<file path="config.mk">
export PLATFORM = sky130hd
export DESIGN_NAME = temp_conversion_standby_ctrl
export DESIGN_NICKNAME = d
export VERILOG_FILES = /design/src/logic/tsense_pkg.sv /design/src/logic/pin_sync.sv /design/src/logic/temp_conversion_standby_ctrl.sv
export SDC_FILE = /design/constraint.sdc
export NUM_CORES = 1
export LEC_CHECK = 0
export ABC_AREA = 1
export BUFFER_PORTS_ARGS = -buffer_cell sky130_fd_sc_hd__buf_4
export CELL_PAD_IN_SITES_DETAIL_PLACEMENT = 1
export CELL_PAD_IN_SITES_GLOBAL_PLACEMENT = 2
export CORE_UTILIZATION = 34
export CTS_CLUSTER_DIAMETER = 50
export CTS_CLUSTER_SIZE = 20
export DETAILED_ROUTE_END_ITERATION = 8
export HOLD_SLACK_MARGIN = 0.03
export PLACE_DENSITY_LB_ADDON = 0.1
export SLEW_MARGIN = 10
export SYNTH_ARGS = -nofsm -noshare
export SYNTH_HDL_FRONTEND = slang
export SYNTH_HIERARCHICAL = 1
export SYNTH_SLANG_ARGS = --single-unit
</file>
<file path="constraint.sdc">
create_clock -name hclk -period 2.65 [get_ports hclk]
set_input_delay 0.53 -clock hclk [delete_from_list [all_inputs] [get_ports hclk]]
set_output_delay 0.53 -clock hclk [all_outputs]
set_load 0.01 [all_outputs]
</file>
<file path="src/logic/tsense_pkg.sv">
// Shared constants for the temperature conversion and standby controller
package tsense_pkg;

  // Register byte offsets on the bus
  localparam logic [7:0] OFS_TEMP    = 8'h00;
  localparam logic [7:0] OFS_STATUS  = 8'h04;
  localparam logic [7:0] OFS_ADDR    = 8'h08;
  localparam logic [7:0] OFS_CONFIG  = 8'h0c;
  localparam logic [7:0] OFS_THIGH   = 8'h10;
  localparam logic [7:0] OFS_TLOW    = 8'h14;
  localparam logic [7:0] OFS_ONESHOT = 8'h18;

  // Field positions
  localparam int unsigned CFG_RUN_STOP_BIT = 0;
  localparam int unsigned STS_BUSY_BIT     = 0;
  localparam int unsigned STS_HI_BIT       = 1;
  localparam int unsigned STS_LO_BIT       = 2;
  localparam int unsigned STS_HW_SLEEP_BIT = 3;
  localparam int unsigned STS_SW_SLEEP_BIT = 4;
  localparam int unsigned STS_BUS_ACT_BIT  = 5;

  // Reset values
  localparam logic [7:0] THIGH_RST = 8'h7f;
  localparam logic [7:0] TLOW_RST  = 8'hc9;
  localparam logic [7:0] TEMP_RST  = 8'h00;

  // Timing
  localparam int unsigned CLK_HZ        = 20000000;
  localparam int unsigned RATE_HZ       = 16;
  localparam int unsigned CONV_TIME_US  = 62000;
  localparam int unsigned INTEG_TIME_US = 30000;
  localparam int unsigned PERIOD_CYC_DEF = CLK_HZ / RATE_HZ;
  localparam int unsigned CONV_CYC_DEF   = CONV_TIME_US * (CLK_HZ / 1000000);
  localparam int unsigned INTEG_CYC_DEF  = INTEG_TIME_US * (CLK_HZ / 1000000);
  localparam int unsigned CNT_W          = 21;
  localparam int unsigned ADDR_WAIT      = 3;

  // AHB encodings
  localparam logic [2:0] HSIZE_WORD = 3'h2;

  typedef enum logic [2:0] {
    ST_IDLE = 3'b001,
    ST_CONV = 3'b010,
    ST_CMP  = 3'b100
  } conv_state_e;

endpackage : tsense_pkg

</file>
<file path="src/logic/pin_sync.sv">
// Two-stage synchroniser for asynchronous pin inputs
`timescale 1ns/10ps
module pin_sync #(
  parameter int unsigned W = 1
) (
  // Clock and reset
  input  wire logic         hclk,
  input  wire logic         hresetn,
  // Pins and synchronised copy
  input  wire logic [W-1:0] async_in,
  output logic      [W-1:0] sync_out
);

  typedef struct packed {
    logic [W-1:0] meta;
    logic [W-1:0] sync;
  } sync_s;

  sync_s s_reg;
  sync_s s_next;

  always_comb begin
    s_next      = s_reg;
    s_next.meta = async_in;
    s_next.sync = s_reg.meta;
  end

  always_ff @(posedge hclk or negedge hresetn) begin
    if (!hresetn) begin
      s_reg <= '0;
    end else begin
      s_reg <= s_next;
    end
  end

  assign sync_out = s_reg.sync;

endmodule : pin_sync

</file>
<file path="src/logic/temp_conversion_standby_ctrl.sv">
// Conversion sequencer, standby control and AHB-Lite register file of a diode sensor
//
// Notes on behaviour
// - Address pins captured once after power-up
// - Standby pin low sleeps, high runs
// - Readings and thresholds kept during standby
// - Autoconvert starts sixteen conversions per second
// - Each conversion integrates over thirty ms
// - Result loaded, then compared with thresholds
// - Start by command or timer; result after end
// - Busy flag set throughout a conversion
// - Temperature reads give last completed result
// - Standby by pin low or run/stop set
// - Register access stays alive in standby
// - Pin standby ignores the one-shot command
// - Software standby still runs one-shot once
// - Pin standby beats every software request
// - Standby mid-conversion aborts (run/stop spares a one-shot), keeps old reading
// - Conversion period sixty-two ms, busy held
// - Alert output is open drain, low active
// - Serial data pin only pulled low
// - Alert when reading reaches a threshold
// - Thresholds reset to 7f and c9
// - Readings are 8-bit two's complement degrees
`timescale 1ns/10ps
module temp_conversion_standby_ctrl
  import tsense_pkg::*;
#(
  parameter int unsigned PERIOD_CYC = PERIOD_CYC_DEF,
  parameter int unsigned CONV_CYC   = CONV_CYC_DEF,
  parameter int unsigned INTEG_CYC  = INTEG_CYC_DEF
) (
  // Clock and reset
  input  wire logic        hclk,
  input  wire logic        hresetn,
  // AHB-Lite slave
  input  wire logic        hsel,
  input  wire logic [31:0] haddr,
  input  wire logic [1:0]  htrans,
  input  wire logic        hwrite,
  input  wire logic [2:0]  hsize,
  input  wire logic [31:0] hwdata,
  input  wire logic        hready,
  output logic             hreadyout,
  output logic             hresp,
  output logic      [31:0] hrdata,
  // Device pins
  input  wire logic        hw_sleep_n,
  input  wire logic        addr_select_lo,
  input  wire logic        addr_select_hi,
  input  wire logic        smb_clk_in,
  input  wire logic        smb_data_in,
  output logic             smb_data_out,
  output logic             smb_data_oe,
  output logic             alert_out,
  output logic             alert_oe,
  output logic      [1:0]  smb_addr,
  // Analog front end
  input  wire logic [7:0]  adc_result,
  output logic             adc_en,
  output logic             adc_integrate
);

  ////////////////////////////////////////////////////////////////////////////
  // Pin synchronisers

  logic [4:0] pins_s;
  logic       sleep_pin_s;
  logic       sel_lo_s;
  logic       sel_hi_s;
  logic       scl_s;
  logic       sda_s;

  // Straps, standby pin and serial lines all arrive unclocked
  pin_sync #(
    .W (5)
  ) pin_sync_i (
    .hclk     (hclk),
    .hresetn  (hresetn),
    .async_in ({hw_sleep_n, addr_select_lo, addr_select_hi, smb_clk_in, smb_data_in}),
    .sync_out (pins_s)
  );

  assign sleep_pin_s = pins_s[4];
  assign sel_lo_s    = pins_s[3];
  assign sel_hi_s    = pins_s[2];
  assign scl_s       = pins_s[1];
  assign sda_s       = pins_s[0];

  ////////////////////////////////////////////////////////////////////////////
  // State

  // Readings and thresholds sit here; standby stops the rate timer and timed conversions (run/stop still runs a one-shot) but keeps them
  typedef struct packed {
    conv_state_e      st;
    logic             run_stop;
    logic [7:0]       thigh;
    logic [7:0]       tlow;
    logic [7:0]       temp;
    logic             hi_alarm;
    logic             lo_alarm;
    logic             oneshot_pend;
    logic             conv_oneshot;
    logic [CNT_W-1:0] rate_cnt;
    logic [CNT_W-1:0] conv_cnt;
    logic [1:0]       addr;
    logic [1:0]       addr_cnt;
    logic             addr_done;
    logic             dp_write;
    logic [7:0]       dp_addr;
    logic [31:0]      hrdata;
    logic             sda_prev;
    logic             bus_active;
  } ctrl_s;

  ctrl_s s_reg;
  ctrl_s s_next;

  localparam logic [CNT_W-1:0] PERIOD_LAST = CNT_W'(PERIOD_CYC - 1);
  localparam logic [CNT_W-1:0] CONV_LAST   = CNT_W'(CONV_CYC - 1);
  localparam logic [CNT_W-1:0] INTEG_LEN   = CNT_W'(INTEG_CYC);

  // Signed threshold test, shared by both alarms
  function automatic logic reaches(input logic [7:0] a, input logic [7:0] b);
    return $signed(a) >= $signed(b);
  endfunction : reaches

  logic sleep_hw;
  logic sleep_any;
  logic timer_fire;
  logic abort;
  logic addr_ph;

  always_comb begin
    s_next     = s_reg;
    sleep_hw   = !sleep_pin_s;
    sleep_any  = sleep_hw || s_reg.run_stop;
    // A wrap while converting is lost; the next wrap starts one
    timer_fire = !sleep_any && (s_reg.rate_cnt == PERIOD_LAST);
    // A one-shot conversion is not cut short by the stop bit that allowed it
    abort      = sleep_hw || (s_reg.run_stop && !s_reg.conv_oneshot);
    // Only whole-word transfers count; other sizes read zero
    addr_ph    = hsel && hready && htrans[1] && (hsize == HSIZE_WORD);

    // Capture address straps once the synchronisers have settled
    if (!s_reg.addr_done) begin
      if (s_reg.addr_cnt == 2'(ADDR_WAIT)) begin
        s_next.addr      = {sel_hi_s, sel_lo_s};
        s_next.addr_done = 1'b1;
      end else begin
        s_next.addr_cnt = s_reg.addr_cnt + 2'h1;
      end
    end

    // Bus activity between start and stop conditions
    s_next.sda_prev = sda_s;
    if (scl_s && s_reg.sda_prev && !sda_s) begin
      s_next.bus_active = 1'b1;
    end else if (scl_s && !s_reg.sda_prev && sda_s) begin
      s_next.bus_active = 1'b0;
    end

    // Rate timer held at zero in either standby
    if (sleep_any || (s_reg.rate_cnt == PERIOD_LAST)) begin
      s_next.rate_cnt = '0;
    end else begin
      s_next.rate_cnt = s_reg.rate_cnt + CNT_W'(1);
    end

    case (s_reg.st)
      ST_IDLE: begin
        if (!sleep_hw && (s_reg.oneshot_pend || timer_fire)) begin
          s_next.st           = ST_CONV;
          s_next.conv_cnt     = '0;
          s_next.conv_oneshot = s_reg.oneshot_pend;
          s_next.oneshot_pend = 1'b0;
        end
      end
      ST_CONV: begin
        if (abort) begin
          s_next.st = ST_IDLE;
        end else if (s_reg.conv_cnt == CONV_LAST) begin
          s_next.temp = adc_result;
          s_next.st   = ST_CMP;
        end else begin
          s_next.conv_cnt = s_reg.conv_cnt + CNT_W'(1);
        end
      end
      // A cycle after the load, so the compare sees the new reading
      ST_CMP: begin
        s_next.hi_alarm = reaches(s_reg.temp, s_reg.thigh);
        s_next.lo_alarm = reaches(s_reg.tlow, s_reg.temp);
        s_next.st       = ST_IDLE;
      end
      default: begin
        s_next.st = ST_IDLE;
      end
    endcase

    // Register writes, taken in the data phase; work in any standby except a one-shot write under pin standby
    if (s_reg.dp_write) begin
      if (s_reg.dp_addr == OFS_CONFIG) begin
        s_next.run_stop = hwdata[CFG_RUN_STOP_BIT];
      end else if (s_reg.dp_addr == OFS_THIGH) begin
        s_next.thigh = hwdata[7:0];
      end else if (s_reg.dp_addr == OFS_TLOW) begin
        s_next.tlow = hwdata[7:0];
      end else if (s_reg.dp_addr == OFS_ONESHOT) begin
        s_next.oneshot_pend = 1'b1;
      end
    end
    if (sleep_hw) begin
      s_next.oneshot_pend = 1'b0;
    end

    s_next.dp_write = addr_ph && hwrite;
    s_next.dp_addr  = haddr[7:0];

    // Read data built from next state so a write just ahead is seen
    s_next.hrdata = 32'h0;
    if (addr_ph && !hwrite) begin
      if (haddr[7:0] == OFS_TEMP) begin
        s_next.hrdata[7:0] = s_next.temp;
      end else if (haddr[7:0] == OFS_STATUS) begin
        s_next.hrdata[STS_BUSY_BIT]     = (s_next.st == ST_CONV);
        s_next.hrdata[STS_HI_BIT]       = s_next.hi_alarm;
        s_next.hrdata[STS_LO_BIT]       = s_next.lo_alarm;
        s_next.hrdata[STS_HW_SLEEP_BIT] = sleep_hw;
        s_next.hrdata[STS_SW_SLEEP_BIT] = s_next.run_stop;
        s_next.hrdata[STS_BUS_ACT_BIT]  = s_next.bus_active;
      end else if (haddr[7:0] == OFS_ADDR) begin
        s_next.hrdata[1:0] = s_next.addr;
      end else if (haddr[7:0] == OFS_CONFIG) begin
        s_next.hrdata[CFG_RUN_STOP_BIT] = s_next.run_stop;
      end else if (haddr[7:0] == OFS_THIGH) begin
        s_next.hrdata[7:0] = s_next.thigh;
      end else if (haddr[7:0] == OFS_TLOW) begin
        s_next.hrdata[7:0] = s_next.tlow;
      end
    end
  end

  always_ff @(posedge hclk or negedge hresetn) begin
    if (!hresetn) begin
      s_reg              <= '0;
      s_reg.st           <= ST_IDLE;
      s_reg.thigh        <= THIGH_RST;
      s_reg.tlow         <= TLOW_RST;
      s_reg.temp         <= TEMP_RST;
      s_reg.sda_prev     <= 1'b1;
    end else begin
      s_reg <= s_next;
    end
  end

  ////////////////////////////////////////////////////////////////////////////
  // Outputs

  // Zero wait states: every register answers in its data phase
  assign hreadyout     = 1'b1;
  assign hresp         = 1'b0;
  assign hrdata        = s_reg.hrdata;
  assign smb_addr      = s_reg.addr;
  // Framing lives elsewhere; this end never drives the data line high
  assign smb_data_out  = 1'b0;
  assign smb_data_oe   = 1'b0;
  assign alert_out     = 1'b0;
  assign alert_oe      = s_reg.hi_alarm || s_reg.lo_alarm;
  // Busy and converter enable are one level
  assign adc_en        = (s_reg.st == ST_CONV);
  assign adc_integrate = (s_reg.st == ST_CONV) && (s_reg.conv_cnt < INTEG_LEN);
endmodule : temp_conversion_standby_ctrl

</file>
Word level (Yosys, flattened, before mapping)
Cells that the tools add are included.
{ "word_totals": {"regBits": 108, "out_inout_bits": 42} }
{ "op_classes": {"n_reduce_logical": 29, "mux": 43, "n_bitwise": 2, "eq_ne": 20, "magnitude_cmp": 3, "add_sub_neg": 3} }
{ "ops": {"columns": ["cell", "n"], "rows": [
  ["$mux 21", 4],
  ["$mux 8", 10],
  ["$add 21x1->21 const B", 2],
  ["$eq 21x21->1 const B", 2],
  ["$pmux 21 s2", 1],
  ["$eq 8x5->1 const B", 5],
  ["$eq 8x4->1 const B", 3],
  ["$lt 21x20->1 const B", 1],
  ["$mux 17", 1],
  ["$ge 8x8->1", 2],
  ["$mux 16", 1],
  ["$mux 2", 7],
  ["$logic_and 1x1->1", 13],
  ["$mux 6", 2],
  ["$mux 1", 11],
  ["$eq 3x2->1 const B", 3],
  ["$mux 3", 3],
  ["$eq 8x3->1 const B", 1],
  ["$logic_not 8->1", 1],
  ["$mux 7", 1],
  ["$logic_not 1->1", 6],
  ["$ne 2x2->1 const B", 3],
  ["$pmux 3 s2", 1],
  ["$logic_or 1x1->1", 5],
  ["other kinds (9)", 11]
]} }

Logic depth before layout (Yosys ltp)
{ "logic_depth": {"word_depth": 14, "ltp_mapped": 13, "ltp_nobuf": 13} }

Cells and area by module
The synthesis kept the hierarchy.
{ "by_module_without_submodules": {"columns": ["mod", "cells_each", "area_per_inst_um2", "seq_area_each_um2", "n_inst"], "rows": [
  ["temp_conversion_standby_ctrl", 799, 6089.6, 2468.6, 1],
  ["pin_sync", 10, 250.2, 250.2, 1]
]} }

Least setup slack after synthesis
OpenSTA, ideal clock, no wires.
{ "synth_path": {"path_kind": "reg2out", "from": "reg s_reg[121] (netlist bit)", "to": "out adc_integrate", "path_stages_with_launch": 5, "arrival_ns": 1.184, "slack_ns": 0.936, "path_cell_list": "dfrtp_1 -> inv_1 -> nand3_1 -> clkbuf_1 -> nor4_1"} }
{ "synth_between": {"elab_chain_len": 2} }
{ "synth_lines": {"columns": ["item", "line_no", "source"], "rows": [
  ["start: declaration", "temp_conversion_standby_ctrl.sv:116", "ctrl_s s_reg;"],
  ["start signal: assignment", "temp_conversion_standby_ctrl.sv:252", "s_reg <= s_next;"],
  ["$eq 3x2->1", "temp_conversion_standby_ctrl.sv:271", "assign adc_integrate = (s_reg.st == ST_CONV) && (s_reg.conv_cnt < INTEG_LEN);"],
  ["$logic_and 1x1->1", "temp_conversion_standby_ctrl.sv:271", null],
  ["end: declaration", "temp_conversion_standby_ctrl.sv:61", "output logic adc_integrate"]
]} }
No other way between the ends.

Worst setup path after layout
{ "layout_path": {"from": "reg s_reg[55] (netlist bit)", "to": "out adc_integrate"} }
{ "layout_between": {"elab_chain_len": 2} }
{ "layout_lines": {"columns": ["item", "line_no"], "rows": [
  ["$lt 21x20->1", "temp_conversion_standby_ctrl.sv:271"],
  ["$logic_and 1x1->1", "temp_conversion_standby_ctrl.sv:271"]
]} }
No other way between the ends.

==> results.yml <==
drt:
  top_layer_used: "met4"
  vias: 5289
  post_drt_wl_per_cell_um: 15.76
  met2_wirelength_um: 8681
  wl_met3_um: 378
  drt-met1-wl_um: 7915
  viasPerCell: 4.826
  drt_iter0_markers: 218
  drtPass1Iterations: 6
  wirelength_um: 17270
  drc_errors: 10
  ant_nets: 0
yosys:
  syn_area_per_cell_um2: 7.837
  syn_inst: 809
  synth_ff_type: "dfrtp_1"
  async_flop_share: 1.000
  syn_area_mm2: 0.006340
  yosys_warnings: 6
  ys_ff_latch: 108
  synth-seq-area-share: 0.4289
  synth_edf_count: 0
  synth_cell_types: 49
pwr:
  ir_drop_mv: 0.3474
  internal-power_uw: 2593
  clkPwrFrac: 0.394
  power_density_mw_per_mm2: 512.2
  leakage_uw: 0.003612
  swShare: 0.2935
  p_sw_uw: 1077
  comb_power_share: 0.127
  p_seq_frac: 0.480
worst_setup_path:
  cp.arrival_ns: 1.98
  cp_slowest_stage_delay_ns: 0.51
  worst_path_most_repeated_cell: "nand2_1"
  worstPathRequired_ns: 2.12
  crit_fanout: 6
  critPathCaptureType: "primary output"
  critPathKind: "flop to primary output"
  rr_startpoint: "s_reg[69]"
  critPathLaunchType: "flop"
  critPathBufInv: 1
  cp_cell_sequence: "nand2_1, nor2_1, nand2_1, nand2_1, nand2_1, a211oi_1, nor4_1, buf_4"
  cp-startpoint: "s_reg[55]"
  cp_top_family: "simple AND/OR/NAND/NOR gates"
  crit_slowest_cell: "dfrtp_1"
finish:
  area_delta_synth_final_pct: 13.03
  final_layout_size_suffix_gt1_frac: 0.1730
  fin_cells: 1096
  largest_reg_flops: 88
  fin_util: 0.3949
  num_antenna_cells: 0
  nNetsFinal: 968
timing:
  min_period_ns: 2.507
  rsz0062_at_grt: "no"
  relSlewSlack: 0.6294
  skew_ns: 0.008388
  fin_crit_sh: 0.9460
  max_slew.worst_pin.slew_ns: 0.5517
  max_clock_freq_mhz: 398.9
  final-hold-violation-count: 0
  drv_slew: 0
  setup_viol: 0
  setup_ws_ns: 0.1431
  setup-tns-final_ns: 0
run_status:
  violations: "DRC"
  outcome: "finished, violations left"
die:
  core_mm2: 0.01815
  rows: 49
  initial_core_util: 0.3494
  fp.dieH_um: 138.6
  num_io_pins: 129
  fp.dieW_um: 138.6
  dieArea_mm2: 0.01920
global_route:
  grt_pass1_wl_um: 29370
  grt_pass1_vias: 5807
  grt_overflow: 0
  grt_max_degree: 51
  antenna_found_initial: 0
  grt_usage: 0.1932
cts:
  cts_setup_buffers: 0
  ctsResizeCount: 0
  cts_tree: "done"
  cts_sinks: 108
  numCtsBuffers: 9
  cts-root-buf: "clkbuf_16"
  cts_hold_buf: 0
  clk_pin_slew_ns: 0.08
  clkLatencyLatePin_ns: 0.36
  cts_buffer_depth: 2
  htree_levels: 3
placement:
  place_inst: 1080
  dp_slack_ns: 0.5035
  place.gp.congestion: 0.8644
  port_buffers: 50
  dpl.hpwl_um: 13660
flow_run:
  cap_violations: 0
hold_path:
  hold_class: "input pin to asynchronous set/reset pin"
==> Yosys cell counts, types with 4 or more instances <==
master | n | share of area
a21oi_1 | 22 | 0.017
xnor2_1 | 5 | 0.0069
nand3_1 | 54 | 0.043
nor4_1 | 5 | 0.0049
o21ai_0 | 30 | 0.024
nor2_2 | 6 | 0.0059
nand2_1 | 186 | 0.11
nand4_1 | 26 | 0.026
nand3b_1 | 5 | 0.0059
nor2_1 | 75 | 0.044
ha_1 | 19 | 0.037
nand2_2 | 14 | 0.014
dfstp_2 | 13 | 0.054
dfrtp_1 | 95 | 0.37
buf_4 | 41 | 0.049
xor2_1 | 12 | 0.017
o21ai_2 | 7 | 0.0097
inv_2 | 8 | 0.0047
o21ai_1 | 7 | 0.0055
nand3_2 | 4 | 0.0063
inv_1 | 113 | 0.067
nor3_1 | 18 | 0.014
==> worst register-to-register path: stages, from the launching register on <==
cell and delay, ns:
dfrtp_1 0.42, ha_1 0.22, nand2_1 0.08, nor2_2 0.17, inv_2 0.07, nor2_1 0.15
nand4_1 0.17, nand3_2 0.14, nand2_4 0.18, inv_4 0.23, nand2_1 0.08, a21oi_1 0.13
==> metal layers <==
metal  vias to the layer above  GRT usage
met4                         0    0.06150
li1                       2612          -
met5                         -          0
met3                        19    0.02244
met2                        81     0.3478
met1                      2577     0.2406
==> stage by stage <==
step | area, um^2 | hold WS (ns) | total power (uW)
floorplan | 6441 | 0.2344 | 2114
global placement | 6857 | 0.3333 | 2256
detailed placement | 6857 | 0.3396 | 2274
CTS | 7166 | 0.1422 | 3740
global route | 7166 | 0.1627 | 3849
finish | 7166 | 0.1339 | 3670
==> layout make-up <==
type | instances | area (um^2)
Clock buffer | 9 | 225.2
Clock inverter | 7 | 83.83
Fill cell | 2237 | 10980
Inverter | 122 | 460.4
Multi-Input combinational cell | 558 | 2905
Sequential cell | 108 | 2719
Tap cell | 229 | 286.5
Timing Repair Buffer | 63 | 485.5
==> final timing paths <==
path                                           to  slack [ns]  cells after the start
hold / removal                         s_reg[103]        0.13                      1
max in group asynchronous              s_reg[115]        1.74                      2
setup reg to reg                        s_reg[54]        0.53                     11
hold reg to reg            pin_sync_i/sync_out[3]        0.35                      0
setup / recovery                    adc_integrate        0.14                      8
min in group hclk            pin_sync_i/s_next[0]        0.27                      1
==> power groups by stage <==
stage / logic (uW) / registers, uW / clock network, uW
2_1_floorplan: 337 / 1780 / 0
4_1_cts: 481 / 1760 / 1500
5_1_grt: 526 / 1770 / 1550
3_3_place_gp: 467 / 1790 / 0
6_report: 465 / 1760 / 1450
3_5_place_dp: 480 / 1790 / 0
==> cells in the final DEF (no fill, tap or decap), types with 4 or more instances in the layout <==
cell type  netlist  final
nand2_1        186    186
inv_1          113    113
dfrtp_1         95     95
nor2_1          75     75
buf_4           41     62
nand3_1         54     54
o21ai_0         30     30
conb_1           2     29
nand4_1         26     26
a21oi_1         22     22
ha_1            19     19
nor3_1          18     18
nand2_2         14     14
dfstp_2         13     13
xor2_1          12     12
clkbuf_16        0      9
inv_2            8      8
o21ai_1          7      7
o21ai_2          7      7
nor2_2           6      6
nor4_1           5      5
xnor2_1          5      5
nand3b_1         5      5
nand3_2          4      4
==> logic make-up after synthesis <==
kind of cell               share of synthesized area
muxes                                       0.003552
AOI/OAI and AO/OA                            0.07125
other                                       0.001185
adders and majority gates                    0.03750
DFF                                           0.4289
and+or+nand+nor                               0.3053
buffers and inverters                         0.1289
xor gates and xnor gates                     0.02348
Power figures use the tool's default switching activity.
